`src/hw/xfer_pkg.sv`:
```
// Shared constants, types and register map for the result transfer engine
package xfer_pkg;

	localparam int unsigned INSTR_DEPTH     = 64;
	localparam int unsigned INSTR_AW        = 6;
	localparam int unsigned INSTR_W         = 8;

	// Register offsets on the plain register port
	localparam logic [7:0] REG_CTRL         = 8'h00;
	localparam logic [7:0] REG_CFG          = 8'h01;
	localparam logic [7:0] REG_IPTR         = 8'h02;
	localparam logic [7:0] REG_IDATA        = 8'h03;
	localparam logic [7:0] REG_BOUND        = 8'h04;
	localparam logic [7:0] REG_ISTAT        = 8'h05;
	localparam logic [7:0] REG_START_HI     = 8'h06;
	localparam logic [7:0] REG_START_LO     = 8'h07;
	localparam logic [7:0] REG_WPTR_HI      = 8'h08;
	localparam logic [7:0] REG_WPTR_LO      = 8'h09;
	localparam logic [7:0] REG_LIMIT_HI     = 8'h0A;
	localparam logic [7:0] REG_LIMIT_LO     = 8'h0B;
	localparam logic [7:0] REG_COUNT_HI     = 8'h0C;
	localparam logic [7:0] REG_COUNT_LO     = 8'h0D;

	// Control register bits
	localparam int unsigned CTRL_EN         = 7;
	localparam int unsigned CTRL_DONE       = 6;
	localparam int unsigned CTRL_MODE       = 5;
	localparam int unsigned CTRL_ERR1       = 4;
	localparam int unsigned CTRL_ERR0       = 3;
	localparam int unsigned CTRL_WARN1      = 1;
	localparam int unsigned CTRL_WARN0      = 0;
	// Config register bits
	localparam int unsigned CFG_HALT        = 7;
	localparam int unsigned CFG_BUSY        = 6;
	localparam int unsigned CFG_EOP         = 0;

	// Instruction fields
	localparam int unsigned INS_CONT        = 7;
	localparam int unsigned INS_DIFF        = 6;
	localparam int unsigned INS_C1          = 5;
	localparam int unsigned INS_C0          = 4;
	localparam logic [6:0]  INS_EOP_LOW     = 7'h00;

	localparam logic [15:0] PTR_STEP        = 16'h0002;
	localparam logic [15:0] COUNT_ZERO      = 16'h0000;
	localparam logic [15:0] COUNT_ONE       = 16'h0001;
	localparam logic [7:0]  BYTE_ZERO       = 8'h00;

	typedef enum logic [2:0] {
		ST_IDLE  = 3'b000,
		ST_FETCH = 3'b001,
		ST_WAIT  = 3'b010,
		ST_WR0   = 3'b011,
		ST_WR1   = 3'b100
	} seq_state_e;

	// One memory write request
	typedef struct packed {
		logic        valid;
		logic [15:0] addr;
		logic [15:0] data;
	} mem_wr_s;

endpackage : xfer_pkg

```
`src/hw/result_transfer_engine.sv`:
```
// Instruction-driven engine moving converter results into data memory
//
// Functional notes
// - Instruction store holds 64 entries of 8 bits each.
// - Writing the data port stores the byte at the write pointer entry.
// - Reading the data port returns the byte at the write pointer entry.
// - Every data port read or write advances the write pointer by one.
// - Instructions only select results to collect; engine never starts conversions.
// - Each non end instruction writes 2 or 4 bytes.
// - Low seven bits zero is end of operation; bit 7 means continuous.
// - Pattern x0010000 collects converter 0 as one record.
// - Pattern x0100000 collects converter 1 as one record.
// - Pattern x0110000 collects both converters as two records.
// - Differential patterns write differential record, optionally plus converter 1 record.
// - On-chip writes only in cycles the core leaves that memory idle.
// - Halt 0 gives engine off-chip memory; halt 1 holds engine writes.
// - With halt 0, core off-chip accesses complete but transfer nothing.
// - New result before previous written raises overflow; new result may drop.
// - 16-bit write pointer loads from start address, steps 2 or 4.
// - Each cycle starts at boundary, fetches, waits for results.
// - Mode 0 runs each instruction once then advances status pointer.
// - End of operation reloads status pointer with boundary.
// - Continuous end instruction ignores repeat counter and loops forever.
// - Non continuous end decrements counter; stops at zero.
// - Repeat counter loads from limit at start of operation.
// - Converters not requested stay under processor control.
// - Enable write 1 starts, 0 stops; reads 1 while busy.
// - Mode select 0 chooses mode 0, 1 chooses mode 1; the code only stores and reads back the bit and always runs mode 0.
// - Busy flag reads 1 during engine off-chip access.
// - Completion sets sticky complete flag until software clears it.
//
// Local design decisions: the placing of the registers and the address-and-strobe port.
`timescale 1ns/1ps

module result_transfer_engine #(
	parameter int unsigned DEPTH = xfer_pkg::INSTR_DEPTH
) (
	input  wire logic        clock_i,
	input  wire logic        reset_i,
	input  wire logic [7:0]  reg_addr_i,
	input  wire logic [7:0]  reg_wdata_i,
	input  wire logic        reg_wr_i,
	input  wire logic        reg_rd_i,
	output logic      [7:0]  reg_rdata_o,
	input  wire logic        conv0_done_i,
	input  wire logic [15:0] conv0_result_i,
	input  wire logic        conv1_done_i,
	input  wire logic [15:0] conv1_result_i,
	input  wire logic [15:0] diff_result_i,
	input  wire logic        core_onchip_busy_i,
	input  wire logic        offchip_sel_i,
	output logic             mem_wr_o,
	output logic      [15:0] mem_addr_o,
	output logic      [15:0] mem_data_o,
	output logic             mem_offchip_o,
	output logic             core_offchip_grant_o,
	output logic             conv0_claimed_o,
	output logic             conv1_claimed_o
);

	////////////////////////////////////////////////////////////////////////////
	// State
	logic [7:0]                 store_q [DEPTH];
	logic [7:0]                 store_d [DEPTH];
	logic [xfer_pkg::INSTR_AW-1:0] iwp_q, iwp_d, isp_q, isp_d, bnd_q, bnd_d;
	xfer_pkg::seq_state_e       st_q, st_d;
	logic [7:0]                 ins_q, ins_d, rdata_q, rdata_d;
	logic [15:0]                start_q, start_d, wptr_q, wptr_d, lim_q, lim_d, cnt_q, cnt_d;
	logic [15:0]                rec0_q, rec0_d, rec1_q, rec1_d;
	logic                       got0_q, got0_d, got1_q, got1_d;
	logic                       mode_q, mode_d, halt_q, halt_d, done_q, done_d, eop_q, eop_d;
	logic                       err0_q, err0_d, err1_q, err1_d, warn0_q, warn0_d, warn1_q, warn1_d;
	logic                       two_q, two_d;
	xfer_pkg::mem_wr_s          wr_q, wr_d;
	logic                       busy_q, busy_d;

	////////////////////////////////////////////////////////////////////////////
	// Next state
	logic need0, need1, want_diff, can_write, en_wr;
	always_comb
	begin
		store_d = store_q;
		iwp_d = iwp_q;
		isp_d = isp_q;
		bnd_d = bnd_q;
		st_d = st_q;
		ins_d = ins_q;
		rdata_d = xfer_pkg::BYTE_ZERO;
		start_d = start_q;
		wptr_d = wptr_q;
		lim_d = lim_q;
		cnt_d = cnt_q;
		rec0_d = rec0_q;
		rec1_d = rec1_q;
		got0_d = got0_q;
		got1_d = got1_q;
		mode_d = mode_q;
		halt_d = halt_q;
		done_d = done_q;
		eop_d = eop_q;
		err0_d = err0_q;
		err1_d = err1_q;
		warn0_d = warn0_q;
		warn1_d = warn1_q;
		two_d = two_q;
		wr_d = '0;
		busy_d = 1'b0;
		want_diff = ins_q[xfer_pkg::INS_DIFF];
		need0 = ins_q[xfer_pkg::INS_C0] | want_diff;
		need1 = ins_q[xfer_pkg::INS_C1];
		// On-chip writes yield to the core; off-chip writes yield to halt
		can_write = offchip_sel_i ? !halt_q : !core_onchip_busy_i;
		en_wr = reg_wr_i && reg_addr_i == xfer_pkg::REG_CTRL;

		// Register writes; clears come first so hardware sets below win
		if (reg_wr_i)
		begin
			if (reg_addr_i == xfer_pkg::REG_CTRL)
			begin
				mode_d = reg_wdata_i[xfer_pkg::CTRL_MODE];
				done_d = done_q & reg_wdata_i[xfer_pkg::CTRL_DONE];
				err1_d = err1_q & reg_wdata_i[xfer_pkg::CTRL_ERR1];
				err0_d = err0_q & reg_wdata_i[xfer_pkg::CTRL_ERR0];
				warn1_d = warn1_q & reg_wdata_i[xfer_pkg::CTRL_WARN1];
				warn0_d = warn0_q & reg_wdata_i[xfer_pkg::CTRL_WARN0];
			end
			else if (reg_addr_i == xfer_pkg::REG_CFG)
			begin
				halt_d = reg_wdata_i[xfer_pkg::CFG_HALT];
				eop_d = eop_q & reg_wdata_i[xfer_pkg::CFG_EOP];
			end
			else if (reg_addr_i == xfer_pkg::REG_IPTR)
				iwp_d = reg_wdata_i[xfer_pkg::INSTR_AW-1:0];
			else if (reg_addr_i == xfer_pkg::REG_IDATA)
			begin
				store_d[iwp_q] = reg_wdata_i;
				iwp_d = iwp_q + 1'b1;
			end
			else if (reg_addr_i == xfer_pkg::REG_BOUND)
				bnd_d = reg_wdata_i[xfer_pkg::INSTR_AW-1:0];
			else if (reg_addr_i == xfer_pkg::REG_START_HI)
				start_d[15:8] = reg_wdata_i;
			else if (reg_addr_i == xfer_pkg::REG_START_LO)
				start_d[7:0] = reg_wdata_i;
			else if (reg_addr_i == xfer_pkg::REG_LIMIT_HI)
				lim_d[15:8] = reg_wdata_i;
			else if (reg_addr_i == xfer_pkg::REG_LIMIT_LO)
				lim_d[7:0] = reg_wdata_i;
		end

		// Register reads
		if (reg_rd_i)
		begin
			if (reg_addr_i == xfer_pkg::REG_CTRL)
				rdata_d = {st_q != xfer_pkg::ST_IDLE, done_q, mode_q, err1_q, err0_q, 1'b0, warn1_q, warn0_q};
			else if (reg_addr_i == xfer_pkg::REG_CFG)
				rdata_d = {halt_q, busy_q, 5'b0_0000, eop_q};
			else if (reg_addr_i == xfer_pkg::REG_IPTR)
				rdata_d = {2'b00, iwp_q};
			else if (reg_addr_i == xfer_pkg::REG_IDATA)
			begin
				rdata_d = store_q[iwp_q];
				iwp_d = iwp_q + 1'b1;
			end
			else if (reg_addr_i == xfer_pkg::REG_BOUND)
				rdata_d = {2'b00, bnd_q};
			else if (reg_addr_i == xfer_pkg::REG_ISTAT)
				rdata_d = {2'b00, isp_q};
			else if (reg_addr_i == xfer_pkg::REG_START_HI)
				rdata_d = start_q[15:8];
			else if (reg_addr_i == xfer_pkg::REG_START_LO)
				rdata_d = start_q[7:0];
			else if (reg_addr_i == xfer_pkg::REG_WPTR_HI)
				rdata_d = wptr_q[15:8];
			else if (reg_addr_i == xfer_pkg::REG_WPTR_LO)
				rdata_d = wptr_q[7:0];
			else if (reg_addr_i == xfer_pkg::REG_LIMIT_HI)
				rdata_d = lim_q[15:8];
			else if (reg_addr_i == xfer_pkg::REG_LIMIT_LO)
				rdata_d = lim_q[7:0];
			else if (reg_addr_i == xfer_pkg::REG_COUNT_HI)
				rdata_d = cnt_q[15:8];
			else if (reg_addr_i == xfer_pkg::REG_COUNT_LO)
				rdata_d = cnt_q[7:0];
		end

		// Result capture into the one-deep buffer per converter
		if (st_q != xfer_pkg::ST_IDLE && st_q != xfer_pkg::ST_FETCH && need0 && conv0_done_i)
		begin
			if (got0_q)
			begin
				warn0_d = 1'b1;
				err0_d = err0_q | warn0_q;
			end
			else
			begin
				got0_d = 1'b1;
				rec0_d = want_diff ? diff_result_i : conv0_result_i;
			end
		end
		if (st_q != xfer_pkg::ST_IDLE && st_q != xfer_pkg::ST_FETCH && need1 && conv1_done_i)
		begin
			if (got1_q)
			begin
				warn1_d = 1'b1;
				err1_d = err1_q | warn1_q;
			end
			else
			begin
				got1_d = 1'b1;
				rec1_d = conv1_result_i;
			end
		end

		case (st_q)
			xfer_pkg::ST_IDLE:
			begin
				if (en_wr && reg_wdata_i[xfer_pkg::CTRL_EN])
				begin
					wptr_d = start_q;
					cnt_d = lim_q;
					isp_d = bnd_q;
					done_d = 1'b0;
					got0_d = 1'b0;
					got1_d = 1'b0;
					st_d = xfer_pkg::ST_FETCH;
				end
			end
			xfer_pkg::ST_FETCH:
			begin
				ins_d = store_q[isp_q];
				got0_d = 1'b0;
				got1_d = 1'b0;
				if (store_q[isp_q][6:0] == xfer_pkg::INS_EOP_LOW)
				begin
					eop_d = 1'b1;
					isp_d = bnd_q;
					if (!store_q[isp_q][xfer_pkg::INS_CONT])
					begin
						cnt_d = cnt_q - xfer_pkg::COUNT_ONE;
						if (cnt_q == xfer_pkg::COUNT_ONE || cnt_q == xfer_pkg::COUNT_ZERO)
						begin
							cnt_d = xfer_pkg::COUNT_ZERO;
							done_d = 1'b1;
							st_d = xfer_pkg::ST_IDLE;
						end
					end
				end
				else
					st_d = xfer_pkg::ST_WAIT;
			end
			xfer_pkg::ST_WAIT:
			begin
				// Write order follows the instruction table: converter 1 first for converter pairs, differential record first for differential pairs
				if ((!need0 || got0_q) && (!need1 || got1_q))
				begin
					two_d = need0 && need1;
					st_d = xfer_pkg::ST_WR0;
				end
			end
			xfer_pkg::ST_WR0:
			begin
				if (can_write)
				begin
					wr_d.valid = 1'b1;
					wr_d.addr = wptr_q;
					// Single records pick their converter; converter pairs lead with converter 1, differential pairs with the differential record
					wr_d.data = (need1 && !want_diff) ? rec1_q : rec0_q;
					busy_d = offchip_sel_i;
					wptr_d = wptr_q + xfer_pkg::PTR_STEP;
					st_d = two_q ? xfer_pkg::ST_WR1 : xfer_pkg::ST_FETCH;
					if (!two_q)
						isp_d = isp_q + 1'b1;
				end
			end
			xfer_pkg::ST_WR1:
			begin
				if (can_write)
				begin
					wr_d.valid = 1'b1;
					wr_d.addr = wptr_q;
					wr_d.data = want_diff ? rec1_q : rec0_q;
					busy_d = offchip_sel_i;
					wptr_d = wptr_q + xfer_pkg::PTR_STEP;
					isp_d = isp_q + 1'b1;
					st_d = xfer_pkg::ST_FETCH;
				end
			end
			default:
				st_d = xfer_pkg::ST_IDLE;
		endcase

		// Writing 0 to enable stops the engine at once; buffered results drop
		if (en_wr && !reg_wdata_i[xfer_pkg::CTRL_EN] && st_q != xfer_pkg::ST_IDLE)
			st_d = xfer_pkg::ST_IDLE;
	end

	////////////////////////////////////////////////////////////////////////////
	// Registers
	always_ff @(posedge clock_i)
	begin
		store_q <= store_d;
		if (reset_i)
		begin
			iwp_q <= '0;
			isp_q <= '0;
			bnd_q <= '0;
			st_q <= xfer_pkg::ST_IDLE;
			ins_q <= xfer_pkg::BYTE_ZERO;
			rdata_q <= xfer_pkg::BYTE_ZERO;
			start_q <= xfer_pkg::COUNT_ZERO;
			wptr_q <= xfer_pkg::COUNT_ZERO;
			lim_q <= xfer_pkg::COUNT_ZERO;
			cnt_q <= xfer_pkg::COUNT_ZERO;
			rec0_q <= xfer_pkg::COUNT_ZERO;
			rec1_q <= xfer_pkg::COUNT_ZERO;
			{got0_q, got1_q, mode_q, halt_q, done_q, eop_q, two_q, busy_q} <= '0;
			{err0_q, err1_q, warn0_q, warn1_q} <= '0;
			wr_q <= '0;
		end
		else
		begin
			iwp_q <= iwp_d;
			isp_q <= isp_d;
			bnd_q <= bnd_d;
			st_q <= st_d;
			ins_q <= ins_d;
			rdata_q <= rdata_d;
			start_q <= start_d;
			wptr_q <= wptr_d;
			lim_q <= lim_d;
			cnt_q <= cnt_d;
			rec0_q <= rec0_d;
			rec1_q <= rec1_d;
			{got0_q, got1_q, mode_q, halt_q, done_q, eop_q, two_q, busy_q} <=
				{got0_d, got1_d, mode_d, halt_d, done_d, eop_d, two_d, busy_d};
			{err0_q, err1_q, warn0_q, warn1_q} <= {err0_d, err1_d, warn0_d, warn1_d};
			wr_q <= wr_d;
		end
	end

	////////////////////////////////////////////////////////////////////////////
	// Outputs, each straight from a flip-flop
	logic offchip_q, claim0_q, claim1_q;
	always_ff @(posedge clock_i)
	begin
		if (reset_i)
		begin
			offchip_q <= 1'b0;
			claim0_q <= 1'b0;
			claim1_q <= 1'b0;
		end
		else
		begin
			offchip_q <= offchip_sel_i;
			claim0_q <= st_d != xfer_pkg::ST_IDLE && st_d != xfer_pkg::ST_FETCH && need0;
			claim1_q <= st_d != xfer_pkg::ST_IDLE && st_d != xfer_pkg::ST_FETCH && need1;
		end
	end

	assign reg_rdata_o = rdata_q;
	assign mem_wr_o = wr_q.valid;
	assign mem_addr_o = wr_q.addr;
	assign mem_data_o = wr_q.data;
	assign mem_offchip_o = offchip_q;
	assign core_offchip_grant_o = halt_q;
	assign conv0_claimed_o = claim0_q;
	assign conv1_claimed_o = claim1_q;

endmodule : result_transfer_engine

```
`config.mk`:
```
export PLATFORM = sky130hd
export DESIGN_NAME = result_transfer_engine
export DESIGN_NICKNAME = d
export VERILOG_FILES = /design/src/hw/xfer_pkg.sv /design/src/hw/result_transfer_engine.sv
export SDC_FILE = /design/constraint.sdc
export NUM_CORES = 1
export LEC_CHECK = 0
export ABC_CLOCK_PERIOD_IN_PS = 7680
export BUFFER_PORTS_ARGS = -buffer_cell sky130_fd_sc_hd__buf_2
export CAP_MARGIN = 20
export CORE_ASPECT_RATIO = 1.5
export CORE_UTILIZATION = 54
export DETAILED_ROUTE_END_ITERATION = 8
export GPL_TIMING_DRIVEN = 1
export PLACE_DENSITY = 0.67
export SLEW_MARGIN = 20
export SYNTH_ARGS = -nofsm -noshare
export SYNTH_HDL_FRONTEND = slang
export SYNTH_SLANG_ARGS = --single-unit
export TNS_END_PERCENT = 10
```
`constraint.sdc`:
```
create_clock -name clock_i -period 7.68 [get_ports clock_i]
set_clock_uncertainty 0.2 [all_clocks]
set_input_delay 0.768 -clock clock_i [delete_from_list [all_inputs] [get_ports clock_i]]
set_output_delay 0.768 -clock clock_i [all_outputs]
set_load 0.02 [all_outputs]
```
=== Word-level counts from Yosys, hierarchy flattened ===
Cells that the tools add are included.

* Register bits after elaboration: 692
* Logic and storage cells: 305

* Add/subtract/negate cells: 4
* Magnitude comparators: 3
* Eq/ne operators: 27
* Multiplexer cells: 98
* Bitwise logic cells: 24
* Reduce and logical (&&, ||, !) cells: 52

{| class="wikitable"
|+ Operator list
! operator !! number
|-
| $bwmux 512 || 1
|-
| $mux 8 || 19
|-
| $mux 16 || 9
|-
| $bmux 8 s6 || 2
|-
| $mux 6 || 15
|-
| $mux 33 || 2
|-
| $pmux 33 s2 || 1
|-
| $pmux 16 s2 || 2
|-
| $demux 8 s6 || 1
|-
| $eq 8x4->1 const B || 6
|-
| $eq 8x3->1 const B || 4
|-
| $mux 1 || 32
|-
| $mux 3 || 9
|-
| $pmux 6 s4 || 1
|-
| $add 16x2->16 const B || 1
|-
| $eq 16x1->1 const B || 1
|-
| $eq 8x2->1 const B || 2
|-
| $logic_and 1x1->1 || 16
|-
| $logic_not 16->1 || 1
|-
| $sub 16x1->16 const B || 1
|-
| $pmux 3 s5 || 1
|-
| $ge 7x7->1 const B || 2
|-
| $not 6->7 || 2
|-
| $not 1->1 || 13
|-
| 32 further kinds || 64
|}

=== Longest topological paths before layout ===
* Depth in word-level cells: 15
* Mapped depth: 14
* Depth with buffers taken out: 10

=== Least setup slack after synthesis ===
OpenSTA, ideal clock, no wires.

* Path type: in2reg
* Start point: input port reg_addr_i[5]
* End point: register store_q[100] (netlist name) (enable)
* Arrival time: 3089 ps
* Required time: 7110 ps
* Slack: 4021 ps
* Stages on the path: 8
* Cell sequence: or4_1 > or3_1 > clkbuf_1 > nor2_1 > and2_1 > clkbuf_1 > nand2_1 > nor2_1

* Longest elaborated chain between the ends: 3

{| class="wikitable"
|+ RTL lines
! element !! line !! source
|-
| start: declaration || result_transfer_engine.sv:40 || <nowiki>input wire logic [7:0] reg_addr_i,</nowiki>
|-
| $eq 8x2->1 (tied with other cells) || result_transfer_engine.sv:132 || <nowiki>else if (reg_addr_i == xfer_pkg::REG_IPTR)</nowiki>
|-
| $not 1->1 (no source line) || - ||
|-
| $reduce_and 5->1 (no source line) * || - ||
|-
| end signal: assignment || result_transfer_engine.sv:302 || <nowiki>store_q <= store_d;</nowiki>
|-
| end: declaration || result_transfer_engine.sv:63 || <nowiki>logic [7:0] store_q [DEPTH];</nowiki>
|}

Mark *: on every way between the ends. The rest lies on a longest branch, timed or not.
A chain may end at the register's enable or synchronous reset.

=== Worst setup path in the final report ===
* Start point: register iwp_q[2] (netlist name)
* End point: register rdata_q[7] (netlist: reg_rdata_o[7])

* Longest elaborated chain between the ends: 8

{| class="wikitable"
|+ RTL lines
! element !! line !! source
|-
| start: declaration || result_transfer_engine.sv:65 || <nowiki>logic [xfer_pkg::INSTR_AW-1:0] iwp_q, iwp_d, isp_q, isp_d, bnd_q, bnd_d;</nowiki>
|-
| start signal: assignment || result_transfer_engine.sv:323 || <nowiki>iwp_q <= iwp_d;</nowiki>
|-
| $not 6->7 (not written as such) || result_transfer_engine.sv:162 || <nowiki>rdata_d = store_q[iwp_q];</nowiki>
|-
| $bmux 8 s6 || result_transfer_engine.sv:162 ||
|-
| $mux 8 (not written as such) (2 in a row) || result_transfer_engine.sv:162 ||
|-
| $mux 8 || result_transfer_engine.sv:160 || <nowiki>else if (reg_addr_i == xfer_pkg::REG_IDATA)</nowiki>
|-
| $mux 8 || result_transfer_engine.sv:158 || <nowiki>else if (reg_addr_i == xfer_pkg::REG_IPTR)</nowiki>
|-
| $mux 8 || result_transfer_engine.sv:156 || <nowiki>else if (reg_addr_i == xfer_pkg::REG_CFG)</nowiki>
|-
| $mux 8 || result_transfer_engine.sv:154 || <nowiki>if (reg_addr_i == xfer_pkg::REG_CTRL)</nowiki>
|-
| end signal: assignment || result_transfer_engine.sv:310 || <nowiki>rdata_q <= xfer_pkg::BYTE_ZERO;</nowiki>
|-
| end signal: assignment || result_transfer_engine.sv:328 || <nowiki>rdata_q <= rdata_d;</nowiki>
|-
| end: declaration || result_transfer_engine.sv:67 || <nowiki>logic [7:0] ins_q, ins_d, rdata_q, rdata_d;</nowiki>
|}

Every way passes these cells. The select of a mux whose other input is x is not followed.

==> metrics.txt <==
routed len/inst=33.6 um; cell area after synthesis=30300 sq um; post-cts sizing count=0; number of diodes=0; FILL cells=4385; Synth Area in XOR/XNOR=0.00231; Hold Path Class=input pin to flip-flop; final cycle utilization of the critical path=0.686; remaining global-route overflow=0; Yosys cell types=75; crit path kind=flip-flop to flip-flop; Max-Slew Margin vs Limit=0.116; P&R area growth vs syn=10.6%; GRT Util Overall=0.385; Final Max Tran Viols=0; Max Fclk=190 MHz; hold depth=3; crit path launch type=flip-flop; Worst EP required=8000 ps; Post-CTS Hold Fix Bufs=0; post-CTS setup buffers=0; placer congestion estimate=1.09; core box area=55600 sq um; hpwl dp=72500 um; Starting Density=0.545; router iterations before antenna repair=9; Post-synth EDFFs=512; die width=195 um; # setup viols final=0; crit path time final=5270 ps; Main synth FF type=edfxtp_1; num rows=106; unrepaired setup endpoints after global routing=false; sequential fraction of the synthesis area=0.624; final-report hold violation count=0; Clock Latency Late Sink=660 ps; synth warn=0; asr flop ratio synth=0; Die H=292 um; Residual DRC=0; P_leak=10.5 nW; NumNets Final=2592; Num Clock Sinks=688; largest net degree at the start of global routing=73; drt via density=7.40; reg2reg path depth=11; ANT nets after route=0; most frequent cells in the layout=edfxtp_1, nor2_1, o22ai_1; WP data arrival=5580 ps; first-pass GRT wire length=158000 um; Critical Path Fanout Max=28; Clock transition at path regs=70 ps; Syn Nets=2532; DRT Wirelength=110000 um; number of H-tree levels=2; # IOs=117; Post-Synth Simple-Gate Area=0.114; share of cells above drive strength 1=0.143; Peak VDD IR=0.179 mV; most common cell after layout, fill and taps aside=edfxtp_1; mean area per synthesized cell=12.3 sq um; TritonCTS clock tree=done; status=complete, no violations; IO buf count=116; total CTS buffers=61; post-synthesis compound-gate area fraction=0.156; die area=57100 sq um; Sum Neg Setup Slack=0 ps; Root Driver=clkbuf_16; Detailed Route Iter0 Violations=3378; largest family of logic cells by synthesized area=compound AO/OA/AOI/OAI gates; initial antenna violation count=5; vias in the first global route=23100; post-synthesis adder-cell area fraction=0.00248; clk buf depth=3; multiplexer share of the synthesized area=0.0747; worst slew pin tran=1310 ps; hold_ws=175 ps; Worst Setup End Kind=flip-flop; cells after synthesis=2454; #FFs+latches synth=688; pwr/cell area=219 nW/um^2; max cap viols=0; DR vias=24200
## flip-flops by register name (all words and copies together) (netlist names), 3 cells and up
| signal | cells |
|---|---|
| store_q | 512 |
| cnt_q | 16 |
| lim_q | 16 |
| mem_addr_o | 16 |
| mem_data_o | 16 |
| rec0_q | 16 |
| rec1_q | 16 |
| start_q | 16 |
| wptr_q | 16 |
| reg_rdata_o | 8 |
| bnd_q | 6 |
| isp_q | 6 |
| iwp_q | 6 |
| ins_q | 3 |
| st_q | 3 |
## where the power goes
| part | internal, mW | switching, mW |
|---|---|---|
| logic | 0.0723 | 0.218 |
| clock network | 1.66 | 1.39 |
| registers | 3.99 | 0.00534 |
## cell type report
class                           instances  area, sq um  share of cell area
Inverter                               14         52.6             0.00157
Clock inverter                         43          394              0.0118
Sequential cell                       688        18900               0.564
Tap cell                              702          878              0.0262
Multi-Input combinational cell       1572        10700               0.318
Timing Repair Buffer                  177         1050              0.0314
Clock buffer                           71         1560              0.0467
## worst max-delay path, cell delays in order (launching register included)
cell and delay, ps:
dfxtp_1 710, inv_1 230, nand3b_1 140, buf_4 350
buf_4 480, o22ai_1 140, nor4_1 750, o21ai_0 290
a22o_1 240, a2111oi_0 1080, a211oi_1 100, o32ai_1 390
## metrics by stage
| step | area [sq um] | power [mW] | setup slack [ps] | utilization | instances |
|---|---|---|---|---|---|
| after detailed placement | 31500 | 4.34 | 2840 | 0.567 | 3150 |
| after global placement | 31500 | 4.34 | 2890 | 0.567 | 3150 |
| final | 33500 | 7.33 | 2410 | 0.603 | 3267 |
| after CTS | 33500 | 7.32 | 2820 | 0.602 | 3264 |
| after global routing | 33500 | 7.47 | 2510 | 0.603 | 3267 |
| after floorplan | 30300 | 4.18 | 4020 | - | 2454 |
## final timing paths
| check | startpoint | endpoint | slack (ps) |
|---|---|---|---|
| worst max-delay path | iwp_q[2] | reg_rdata_o[7] | 2410 |
| worst max register to register | iwp_q[2] | reg_rdata_o[7] | 2410 |
| worst min-delay path | conv1_result_i[12] | rec1_q[12] | 170 |
| worst min register to register | rec1_q[15] | rec1_q[15] | 260 |
## cells by family (layout without fill, tap and decap cells)
logic type	Yosys count	count (layout)
compound gates	712	712
xor+xnor	8	8
fa+ha+maj	6	6
buf+inv	194	305
flops	688	688
mux	144	144
simple gates	702	702
## cell usage after synthesis (all sizes together), types with 12 or more instances
cell type / number / area (sq um)
nand2: 152 / 571
nor2b: 19 / 119
dfxtp: 176 / 3520
mux2i: 72 / 721
nand3: 36 / 180
a211oi: 31 / 233
buf: 40 / 229
o22ai: 212 / 1330
a21oi: 143 / 716
nor4: 97 / 607
mux4: 65 / 1460
edfxtp: 512 / 15400
and2: 24 / 150
or3: 13 / 81.3
nor2: 225 / 845
o21ai: 72 / 360
or4: 24 / 180
a221oi: 28 / 245
o31ai: 16 / 120
inv: 12 / 45.0
a22oi: 98 / 736
clkbuf: 140 / 526
a22o: 18 / 158
a31oi: 13 / 81.3
nand2b: 17 / 106
nor3: 37 / 190
nand3b: 12 / 90.1
## layer usage
layer	global-route usage	routed length, um	vias up
li1	-	-	9903
met1	0.438	35100	11600
met2	0.618	51400	2076
met3	0.0926	12500	577
met4	0.310	10800	6
met5	0	45	-
(Power assumes the default switching activity.)
